$ cat config.mk
export PLATFORM = sky130hd
export DESIGN_NAME = tlic_top
export DESIGN_NICKNAME = d
export VERILOG_FILES = /design/src/shared/tlic_pkg.sv /design/src/hw/tlic_top.sv
export SDC_FILE = /design/constraint.sdc
export NUM_CORES = 2
export LEC_CHECK = 0
export BUFFER_PORTS_ARGS = -buffer_cell sky130_fd_sc_hd__buf_2
export CAP_MARGIN = 10
export CORE_ASPECT_RATIO = 0.5
export CORE_UTILIZATION = 50
export DETAILED_ROUTE_END_ITERATION = 7
export PLACE_DENSITY = 0.76
export SETUP_SLACK_MARGIN = 0.02
export SYNTH_ARGS = -nofsm -noshare
export SYNTH_HDL_FRONTEND = slang
export SYNTH_SLANG_ARGS = --single-unit
export TNS_END_PERCENT = 20
$ cat constraint.sdc
create_clock -name SYS_CLK -period 162.6 [get_ports SYS_CLK]
set_input_delay 8.13 -clock SYS_CLK [delete_from_list [all_inputs] [get_ports SYS_CLK]]
set_output_delay 8.13 -clock SYS_CLK [all_outputs]
set_load 0.05 [all_outputs]
$ cat src/shared/tlic_pkg.sv
`default_nettype none
package tlic_pkg;

  // Sizes
  localparam int TLIC_NSRC  = 64;
  localparam int TLIC_NMOD  = 4;
  localparam int TLIC_NLOC  = 8;
  localparam int TLIC_NEXT  = TLIC_NSRC - TLIC_NMOD;
  localparam int TLIC_PW    = 4;
  localparam int TLIC_IW    = 6;
  localparam int TLIC_AGEW  = 8;
  localparam int TLIC_AW    = 12;
  localparam int TLIC_NEVT  = 2;

  // First-level controller registers, 64-bit ones as low word then high word
  localparam logic [11:0] TLIC_OFF_MODE   = 12'h000;
  localparam logic [11:0] TLIC_OFF_MASK   = 12'h008;
  localparam logic [11:0] TLIC_OFF_SETM   = 12'h010;
  localparam logic [11:0] TLIC_OFF_CLRM   = 12'h018;
  localparam logic [11:0] TLIC_OFF_PND    = 12'h020;
  localparam logic [11:0] TLIC_OFF_INDEX  = 12'h028;
  localparam logic [11:0] TLIC_OFF_SOFT   = 12'h030;
  localparam logic [11:0] TLIC_OFF_ISTAT  = 12'h038;
  localparam logic [11:0] TLIC_OFF_IEN    = 12'h03C;
  localparam logic [11:0] TLIC_OFF_PRIO   = 12'h040;
  localparam logic [11:0] TLIC_OFF_PRIOE  = 12'h05C;

  // Per-module collector windows
  localparam logic [11:0] TLIC_OFF_COL    = 12'h100;
  localparam logic [11:0] TLIC_COL_STRIDE = 12'h010;
  localparam logic [11:0] TLIC_COL_PEND   = 12'h000;
  localparam logic [11:0] TLIC_COL_MASK   = 12'h004;
  localparam logic [11:0] TLIC_COL_SETM   = 12'h008;
  localparam logic [11:0] TLIC_COL_CLRM   = 12'h00C;

  // Event status bit positions
  localparam int TLIC_EVT_GRANT = 0;
  localparam int TLIC_EVT_FAST  = 1;

  // Reset values: all sources blocked, normal mode, priority 0
  localparam logic [63:0] TLIC_RST_MASK  = 64'hFFFF_FFFF_FFFF_FFFF;
  localparam logic [63:0] TLIC_RST_MODE  = 64'h0000_0000_0000_0000;
  localparam logic [7:0]  TLIC_RST_CMASK = 8'hFF;
  localparam logic [3:0]  TLIC_RST_PRIO  = 4'h0;
  localparam logic [7:0]  TLIC_AGE_MAX   = 8'hFF;

  typedef enum logic [1:0] {
    TLIC_ST_IDLE = 2'b01,
    TLIC_ST_HELD = 2'b10
  } tlic_state_t;

  typedef struct packed {
    logic [TLIC_NLOC-1:0] pend;
    logic [TLIC_NLOC-1:0] mask;
  } tlic_col_t;

  typedef struct packed {
    logic [TLIC_AGEW-1:0] age;
    logic [TLIC_PW-1:0]   prio_inv;
  } tlic_key_t;

endpackage
`default_nettype wire

$ cat src/hw/tlic_top.sv
`timescale 1ns/1ps
`default_nettype none

// Functional notes
// - Module collectors feed first-level controller inputs
// - Event sets pending; write one clears
// - Local mask gates each pending bit
// - Separate set-mask and clear-mask write ports
// - Collector holds high request while unmasked pending
// - Controller accepts sixty-four sources
// - Per-source mode picks normal or fast
// - Fast source skips arbitration and result registers
// - Mask blocks normal and fast sources
// - Earliest arrival wins regardless of priority, unless both ages have saturated at 255
// - Same-cycle arrivals: lowest priority value wins
// - Equal priority: lowest port number wins
// - One-hot pending and index agree
// - Normal request low while unmasked grant pending
// - Fast request low while fast source active
module tlic_top
  import tlic_pkg::*;
(
  input  wire logic                           SYS_CLK,
  input  wire logic                           RSTN,
  input  wire logic                           PSEL,
  input  wire logic                           PENABLE,
  input  wire logic                           PWRITE,
  input  wire logic [TLIC_AW-1:0]             PADDR,
  input  wire logic [31:0]                    PWDATA,
  output var  logic [31:0]                    PRDATA,
  output var  logic                           PREADY,
  output var  logic                           PSLVERR,
  input  wire logic [TLIC_NMOD*TLIC_NLOC-1:0] MOD_EVENT,
  input  wire logic [TLIC_NEXT-1:0]           EXT_SRC_REQ,
  output var  logic                           NORMAL_REQUEST_LOW,
  output var  logic                           FAST_REQUEST_LOW,
  output var  logic                           INT_OUT
);

  logic                  acc;
  logic                  acc_first;
  logic                  wr;
  logic                  rd;
  logic [TLIC_AW-1:0]    wbase;
  logic [63:0]           wdat64;
  logic [31:0]           rdata_d;
  logic                  rerr_d;

  logic [63:0]           mode_q;
  logic [63:0]           mask_q;
  logic [63:0]           soft_q;
  logic [63:0]           pnd_q;
  logic [TLIC_IW-1:0]    index_q;
  tlic_state_t           state_q;
  logic [TLIC_PW-1:0]    prio_q [TLIC_NSRC];
  logic [TLIC_AGEW-1:0]  age_q  [TLIC_NSRC];

  tlic_col_t             col_q   [TLIC_NMOD];
  logic [TLIC_NMOD-1:0]  col_req_q;

  logic [63:0]           src_req;
  logic [63:0]           cand;
  logic                  cand_any;
  logic [TLIC_IW-1:0]    win_idx;
  logic                  fast_act;
  logic                  fast_act_q;
  logic                  pnd_clr;
  logic                  grant_take;

  logic [TLIC_NEVT-1:0]  evt;
  logic [TLIC_NEVT-1:0]  istat_q;
  logic [TLIC_NEVT-1:0]  ien_q;
  logic [TLIC_NEVT-1:0]  istat_clr;

  // APB slave: one wait state, effects at the edge where PREADY is high
  assign acc    = PSEL & PENABLE & PREADY;
  assign acc_first = PSEL & PENABLE & ~PREADY;
  assign wr     = acc & PWRITE;
  assign rd     = acc & ~PWRITE;
  assign wbase  = {PADDR[TLIC_AW-1:3], 3'b000};
  assign wdat64 = PADDR[2] ? {PWDATA, 32'h0000_0000} : {32'h0000_0000, PWDATA};

  always_ff @(posedge SYS_CLK or negedge RSTN) begin
    if (!RSTN) begin
      PREADY <= 1'b0;
    end else begin
      PREADY <= acc_first;
    end
  end

  // Read data holds until the next transfer
  always_ff @(posedge SYS_CLK or negedge RSTN) begin
    if (!RSTN) begin
      PRDATA <= 32'h0000_0000;
    end else if (acc_first) begin
      PRDATA <= PWRITE ? 32'h0000_0000 : rdata_d;
    end
  end

  // Error stands only beside ready
  always_ff @(posedge SYS_CLK or negedge RSTN) begin
    if (!RSTN) begin
      PSLVERR <= 1'b0;
    end else if (acc_first) begin
      PSLVERR <= rerr_d;
    end else begin
      PSLVERR <= 1'b0;
    end
  end

  // Second-level collectors, one per module
  genvar m;
  generate
    for (m = 0; m < TLIC_NMOD; m++) begin : g_col
      localparam logic [11:0] CB = 12'(TLIC_OFF_COL + TLIC_COL_STRIDE * m);
      logic [TLIC_NLOC-1:0] ev;
      logic [TLIC_NLOC-1:0] w1c;
      logic [TLIC_NLOC-1:0] setm;
      logic [TLIC_NLOC-1:0] clrm;
      tlic_col_t            nxt;
      // Each local pulse lasts one cycle and is caught in that cycle
      assign ev   = MOD_EVENT[m*TLIC_NLOC +: TLIC_NLOC];
      assign w1c  = (wr && PADDR == CB + TLIC_COL_PEND) ? PWDATA[TLIC_NLOC-1:0] : '0;
      assign setm = (wr && PADDR == CB + TLIC_COL_SETM) ? PWDATA[TLIC_NLOC-1:0] : '0;
      assign clrm = (wr && PADDR == CB + TLIC_COL_CLRM) ? PWDATA[TLIC_NLOC-1:0] : '0;
      always_comb begin
        nxt.pend = (col_q[m].pend & ~w1c) | ev;
        nxt.mask = (col_q[m].mask | setm) & ~clrm;
      end
      always_ff @(posedge SYS_CLK or negedge RSTN) begin
        if (!RSTN) begin
          col_q[m].pend <= '0;
          col_q[m].mask <= TLIC_RST_CMASK;
        end else begin
          col_q[m] <= nxt;
        end
      end
      always_ff @(posedge SYS_CLK or negedge RSTN) begin
        if (!RSTN) begin
          col_req_q[m] <= 1'b0;
        end else begin
          col_req_q[m] <= |(col_q[m].pend & ~col_q[m].mask);
        end
      end
    end
  endgenerate

  // Source vector: collectors on the low ports, then other modules, plus software
  assign src_req  = {EXT_SRC_REQ, col_req_q} | soft_q;
  assign cand     = src_req & ~mode_q & ~mask_q;
  assign fast_act = |(src_req & mode_q & ~mask_q);

  // Mode, mask and software request registers
  always_ff @(posedge SYS_CLK or negedge RSTN) begin
    if (!RSTN) begin
      mode_q <= TLIC_RST_MODE;
    end else if (wr && wbase == TLIC_OFF_MODE) begin
      mode_q <= PADDR[2] ? {PWDATA, mode_q[31:0]} : {mode_q[63:32], PWDATA};
    end
  end

  always_ff @(posedge SYS_CLK or negedge RSTN) begin
    if (!RSTN) begin
      mask_q <= TLIC_RST_MASK;
    end else if (wr && wbase == TLIC_OFF_SETM) begin
      mask_q <= mask_q | wdat64;
    end else if (wr && wbase == TLIC_OFF_CLRM) begin
      mask_q <= mask_q & ~wdat64;
    end
  end

  always_ff @(posedge SYS_CLK or negedge RSTN) begin
    if (!RSTN) begin
      soft_q <= '0;
    end else if (wr && wbase == TLIC_OFF_SOFT) begin
      soft_q <= PADDR[2] ? {PWDATA, soft_q[31:0]} : {soft_q[63:32], PWDATA};
    end
  end

  // Priority fields and arrival age, one set per source
  genvar i;
  generate
    for (i = 0; i < TLIC_NSRC; i++) begin : g_src
      localparam logic [11:0] PA = 12'(TLIC_OFF_PRIO + 4 * (i / 8));
      always_ff @(posedge SYS_CLK or negedge RSTN) begin
        if (!RSTN) begin
          prio_q[i] <= TLIC_RST_PRIO;
        end else if (wr && PADDR == PA) begin
          prio_q[i] <= PWDATA[(i % 8) * TLIC_PW +: TLIC_PW];
        end
      end
      // Age counts cycles since the request arrived, saturating at 255; equal age below 255 means same-cycle arrival
      always_ff @(posedge SYS_CLK or negedge RSTN) begin
        if (!RSTN) begin
          age_q[i] <= '0;
        end else if (!cand[i]) begin
          age_q[i] <= '0;
        end else if (age_q[i] != TLIC_AGE_MAX) begin
          age_q[i] <= age_q[i] + 8'h01;
        end
      end
    end
  endgenerate

  // Arbiter: oldest first, then lowest priority value, then lowest port
  always_comb begin
    tlic_key_t best;
    tlic_key_t key;
    best     = '0;
    key      = '0;
    cand_any = 1'b0;
    win_idx  = '0;
    for (int k = 0; k < TLIC_NSRC; k++) begin
      key.age      = age_q[k];
      key.prio_inv = ~prio_q[k];
      if (cand[k] && (!cand_any || key > best)) begin
        best     = key;
        win_idx  = TLIC_IW'(k);
        cand_any = 1'b1;
      end
    end
  end

  // Grant is released by writing one to its bit in the pending register
  assign pnd_clr    = wr && wbase == TLIC_OFF_PND && |(pnd_q & wdat64);
  assign grant_take = (state_q == TLIC_ST_IDLE) && cand_any;

  always_ff @(posedge SYS_CLK or negedge RSTN) begin
    if (!RSTN) begin
      state_q <= TLIC_ST_IDLE;
    end else begin
      case (state_q)
        TLIC_ST_IDLE: begin
          if (cand_any) begin
            state_q <= TLIC_ST_HELD;
          end
        end
        TLIC_ST_HELD: begin
          if (pnd_clr) begin
            state_q <= TLIC_ST_IDLE;
          end
        end
        default: begin
          state_q <= TLIC_ST_IDLE;
        end
      endcase
    end
  end

  // Both result registers load from the same winner, so they cannot disagree
  always_ff @(posedge SYS_CLK or negedge RSTN) begin
    if (!RSTN) begin
      pnd_q <= '0;
    end else if (grant_take) begin
      pnd_q <= 64'h0000_0000_0000_0001 << win_idx;
    end else if (state_q != TLIC_ST_HELD || pnd_clr) begin
      pnd_q <= '0;
    end
  end

  always_ff @(posedge SYS_CLK or negedge RSTN) begin
    if (!RSTN) begin
      index_q <= '0;
    end else if (grant_take) begin
      index_q <= win_idx;
    end else if (state_q != TLIC_ST_HELD || pnd_clr) begin
      index_q <= '0;
    end
  end

  // Processor request lines
  always_ff @(posedge SYS_CLK or negedge RSTN) begin
    if (!RSTN) begin
      NORMAL_REQUEST_LOW <= 1'b1;
    end else begin
      NORMAL_REQUEST_LOW <= ~|(pnd_q & ~mask_q);
    end
  end

  always_ff @(posedge SYS_CLK or negedge RSTN) begin
    if (!RSTN) begin
      FAST_REQUEST_LOW <= 1'b1;
    end else begin
      FAST_REQUEST_LOW <= ~fast_act;
    end
  end

  always_ff @(posedge SYS_CLK or negedge RSTN) begin
    if (!RSTN) begin
      fast_act_q <= 1'b0;
    end else begin
      fast_act_q <= fast_act;
    end
  end

  // Event status, cleared by reading; a new event wins over the clear
  assign evt[TLIC_EVT_GRANT] = grant_take;
  assign evt[TLIC_EVT_FAST]  = fast_act & ~fast_act_q;
  assign istat_clr = (rd && PADDR == TLIC_OFF_ISTAT) ? '1 : '0;

  always_ff @(posedge SYS_CLK or negedge RSTN) begin
    if (!RSTN) begin
      istat_q <= '0;
    end else begin
      istat_q <= (istat_q & ~istat_clr) | evt;
    end
  end

  always_ff @(posedge SYS_CLK or negedge RSTN) begin
    if (!RSTN) begin
      ien_q <= '0;
    end else if (wr && PADDR == TLIC_OFF_IEN) begin
      ien_q <= PWDATA[TLIC_NEVT-1:0];
    end
  end

  always_ff @(posedge SYS_CLK or negedge RSTN) begin
    if (!RSTN) begin
      INT_OUT <= 1'b0;
    end else begin
      INT_OUT <= |(istat_q & ien_q);
    end
  end

  // Read decode
  always_comb begin
    rdata_d = 32'h0000_0000;
    rerr_d  = 1'b0;
    if (wbase == TLIC_OFF_MODE) begin
      rdata_d = PADDR[2] ? mode_q[63:32] : mode_q[31:0];
    end else if (wbase == TLIC_OFF_MASK) begin
      rdata_d = PADDR[2] ? mask_q[63:32] : mask_q[31:0];
    end else if (wbase == TLIC_OFF_SETM || wbase == TLIC_OFF_CLRM) begin
      rdata_d = 32'h0000_0000;
    end else if (wbase == TLIC_OFF_PND) begin
      rdata_d = PADDR[2] ? pnd_q[63:32] : pnd_q[31:0];
    end else if (PADDR == TLIC_OFF_INDEX) begin
      rdata_d = {26'h000_0000, index_q};
    end else if (wbase == TLIC_OFF_SOFT) begin
      rdata_d = PADDR[2] ? soft_q[63:32] : soft_q[31:0];
    end else if (PADDR == TLIC_OFF_ISTAT) begin
      rdata_d = {30'h0000_0000, istat_q};
    end else if (PADDR == TLIC_OFF_IEN) begin
      rdata_d = {30'h0000_0000, ien_q};
    end else if (PADDR >= TLIC_OFF_PRIO && PADDR <= TLIC_OFF_PRIOE && PADDR[1:0] == 2'b00) begin
      for (int j = 0; j < 8; j++) begin
        rdata_d[j*TLIC_PW +: TLIC_PW] = prio_q[{PADDR[4:2], 3'(j)}];
      end
    end else if (PADDR >= TLIC_OFF_COL
                 && PADDR < 12'(TLIC_OFF_COL + TLIC_COL_STRIDE * TLIC_NMOD)
                 && PADDR[1:0] == 2'b00) begin
      for (int c = 0; c < TLIC_NMOD; c++) begin
        if (PADDR[5:4] == 2'(c)) begin
          if (PADDR[3:2] == 2'b00) begin
            rdata_d = {24'h00_0000, col_q[c].pend};
          end else if (PADDR[3:2] == 2'b01) begin
            rdata_d = {24'h00_0000, col_q[c].mask};
          end
        end
      end
    end else begin
      rerr_d = 1'b1;
    end
  end

endmodule
`default_nettype wire

==> impl_metrics.json <==
{
  "synthTopCellsByArea": "sky130_fd_sc_hd__dfrtp_1, sky130_fd_sc_hd__ha_1, sky130_fd_sc_hd__mux2_2, sky130_fd_sc_hd__o21ai_0, sky130_fd_sc_hd__nand2_1",
  "synth_flop_cell": "sky130_fd_sc_hd__dfrtp_1",
  "die_area_um2": 176000,
  "worst_pin_slew_ps": 1480,
  "cts.hold.buffers_added": 0,
  "grt_overflow_total": 0,
  "critical_path.max_fanout": 30,
  "share_of_flip_flops_with_an_asynchronous_set_or_reset": 1.00,
  "dr.pass1.iters": 8,
  "seqCellArea_um2": 28700,
  "layout_common_cells": "sky130_fd_sc_hd__nand2_1, sky130_fd_sc_hd__dfrtp_1, sky130_fd_sc_hd__nor2_1",
  "clock.fmax_ghz": 0.00662,
  "drc_errors": 0,
  "yosys_register_bits": 1142,
  "cts_tree": "yes",
  "yosys.cell_types.count": 121,
  "synthDominantCellAreaShare": 0.299,
  "detail_route.vias_per_cell": 6.42,
  "worst_path_max_delay_cell": "sky130_fd_sc_hd__or4b_1",
  "worst_clock_skew_ps": 33.8,
  "die_x_um": 593,
  "relSlewSlack": 0.00562,
  "stdcell_count": 12600,
  "critical_path_class": "flop to flop",
  "worst_ep_arrival_time_ps": 151660,
  "nNetsFinal": 11100,
  "drt_wl_total_um": 315000,
  "ctsRootBufferMaster": "sky130_fd_sc_hd__clkbuf_16",
  "most_common_library_cell_in_the_layout_ignoring_fill_and_taps": "sky130_fd_sc_hd__nand2_1",
  "gp_congestion": 1.07,
  "worst_setup_hold_path_clk_slew_ps": 80,
  "hpwlAfterDp_um": 242000,
  "start_util": 0.508,
  "grt_start_max_net_pins": 172,
  "start_kind": "flop",
  "max_stage_delay_ps": 720,
  "h-tree-depth": 3,
  "detailroute.via_count": 80600,
  "setup_violations": 0,
  "post_synth.cell_area_avg_um2": 8.60,
  "dr.first_iter.drc_count": 10200,
  "final_layout_size_suffix_gt1_frac": 0.139,
  "leading_area_contributor_after_synthesis": "sky130_fd_sc_hd__dfrtp_1",
  "share_of_the_yosys_chip_area_belonging_to_registers": 0.329,
  "route.detailed.wl_per_inst_um": 25.1,
  "yosys_warnings": 0,
  "synthToLayoutAreaGrowth_pct": 8.89,
  "timing.critical_path.buf_inv": 91,
  "status": "finished, violations left",
  "dieHeight_um": 297,
  "period_minus_slack_ps": 150980,
  "drtAntennaViolNets": 0,
  "count_of_flip_flops_with_a_built_in_enable_after_synthesis": 0,
  "globalRouteTotalUtil": 0.349,
  "cts-buffers-inserted": 110,
  "core.rowCount": 107,
  "placeableCoreArea_um2": 172000,
  "mappedNetlistArea_um2": 87200,
  "synthesis.nets": 11100,
  "clock_tree.buffer_depth": 3,
  "dpl.cell_count": 12300,
  "worst-endpoint-required_ps": 163280,
  "antenna_violations_before_repair": 30,
  "worstSkewPairLatency_ps": 780,
  "crit_path_frequent_cell": "sky130_fd_sc_hd__o21ai_0",
  "io_pins": 178,
  "fill_cells": 15300,
  "buffer_ports.inserted": 177,
  "hold_path.class": "flop to flop",
  "multi_input_comb_area_um2": 54200,
  "hold_slack_ps": 446,
  "maxCapViolations": 1,
  "crit_family": "compound AO/OA/AOI/OAI gates",
  "share_of_the_clock_period_used_by_the_worst_path": 0.929,
  "slew_viol_final": 0,
  "grt_pass1_vias": 74700,
  "failing_checks": "max-capacitance violations",
  "cts.sinks": 1142,
  "report.final.hold_viol_count": 0,
  "grt_pass1_wl_um": 468000,
  "post_synth_inst_count": 10100,
  "worstSetupEndpointType": "flop"
}
==> layer usage <==
metal | part of all wire | GRT usage | up-vias
li1 | - | - | 36500
met1 | 0.40 | 0.469 | 38700
met2 | 0.41 | 0.502 | 4304
met3 | 0.12 | 0.100 | 999
met4 | 0.067 | 0.199 | 8
met5 | 0.00015 | 0 | -
==> logic make-up after synthesis <==
family / synth area share
simple gates: 0.186
mux: 0.128
xor+xnor: 0.0206
fa+ha+maj: 0.110
flops: 0.329
compound gates: 0.171
buf+inv: 0.0554
==> per-stage QoR <==
stage	setup TNS, ps	worst slack (ps)	cell area (um^2)	utilization
final	0	11620	95000	0.553
after global routing	-8450	-251	95000	0.553
after CTS	0	420	94300	0.549
after detailed placement	0	1110	90400	0.526
after global placement	0	6270	90400	0.526
after floorplan	0	14620	87200	-
==> layout make-up <==
type / count / area share
Sequential cell: 1142 / 0.302
Multi-Input combinational cell: 7731 / 0.571
Antenna cell: 11 / 0.000290
Clock buffer: 145 / 0.0320
Inverter: 850 / 0.0336
Clock inverter: 65 / 0.00967
Timing Repair Buffer: 318 / 0.0210
Tap cell: 2289 / 0.0302
==> final timing paths <==
path | startpoint | end | slack [ps] | depth (start not counted)
max in group asynchronous | RSTN | age_q[376]$_DFFE_PN0P_ | 150740 | 6
max reg2reg | col_req_q[0]$_DFF_PN0_ | pnd_q[15]$_DFFE_PN0P_ | 11620 | 748
min | fast_act_q$_DFF_PN0_ | istat_q[1]$_DFF_PN0_ | 450 | 1
min in group asynchronous | RSTN | age_q[159]$_DFFE_PN0P_ | 7390 | 1
max | col_req_q[0]$_DFF_PN0_ | pnd_q[15]$_DFFE_PN0P_ | 11620 | 910
min reg2reg | fast_act_q$_DFF_PN0_ | istat_q[1]$_DFF_PN0_ | 450 | 1
==> cell usage after synthesis (all sizes together) (15+ instances only) <==
master / count
nand2: 1077
dfrtp: 1043
o21ai: 927
nor2: 879
inv: 850
ha: 764
a21oi: 524
mux2: 520
clkbuf: 360
mux2i: 297
nand3: 286
nor3: 223
a31oi: 216
nand4: 193
and3: 181
a21o: 130
nor2b: 127
xnor2: 109
mux4: 104
dfstp: 99
or3: 97
xor2: 96
a211oi: 87
nand2b: 85
a22oi: 70
o22ai: 67
buf: 63
and4: 56
o211ai: 48
o21a: 47
or2: 47
and2: 38
a211o: 31
nor4: 31
o221ai: 31
a221oi: 28
nand3b: 25
nor3b: 23
a31o: 22
a2111oi: 19
a21boi: 19
a311oi: 19
or4: 17
o31ai: 15
==> what timing repair did <==
action | 4_1_cts | 5_1_grt
setup buffers | 0 | 36
endpoints found under the setup margin | 0 | 70
resized for setup | 0 | 88
==> registers in the layout, indices dropped and copies added, names as in the netlist, 2 cells and up, named ones only <==
register and flops:
PRDATA 32, age_q 512, col_q 64, col_req_q 4, ien_q 2, index_q 6
istat_q 2, mode_q 64, pnd_q 64, prio_q 256, soft_q 64, state_q 2
Power is not shown: default switching activity piles up to over one toggle a cycle in this logic, so the estimate is an artifact.
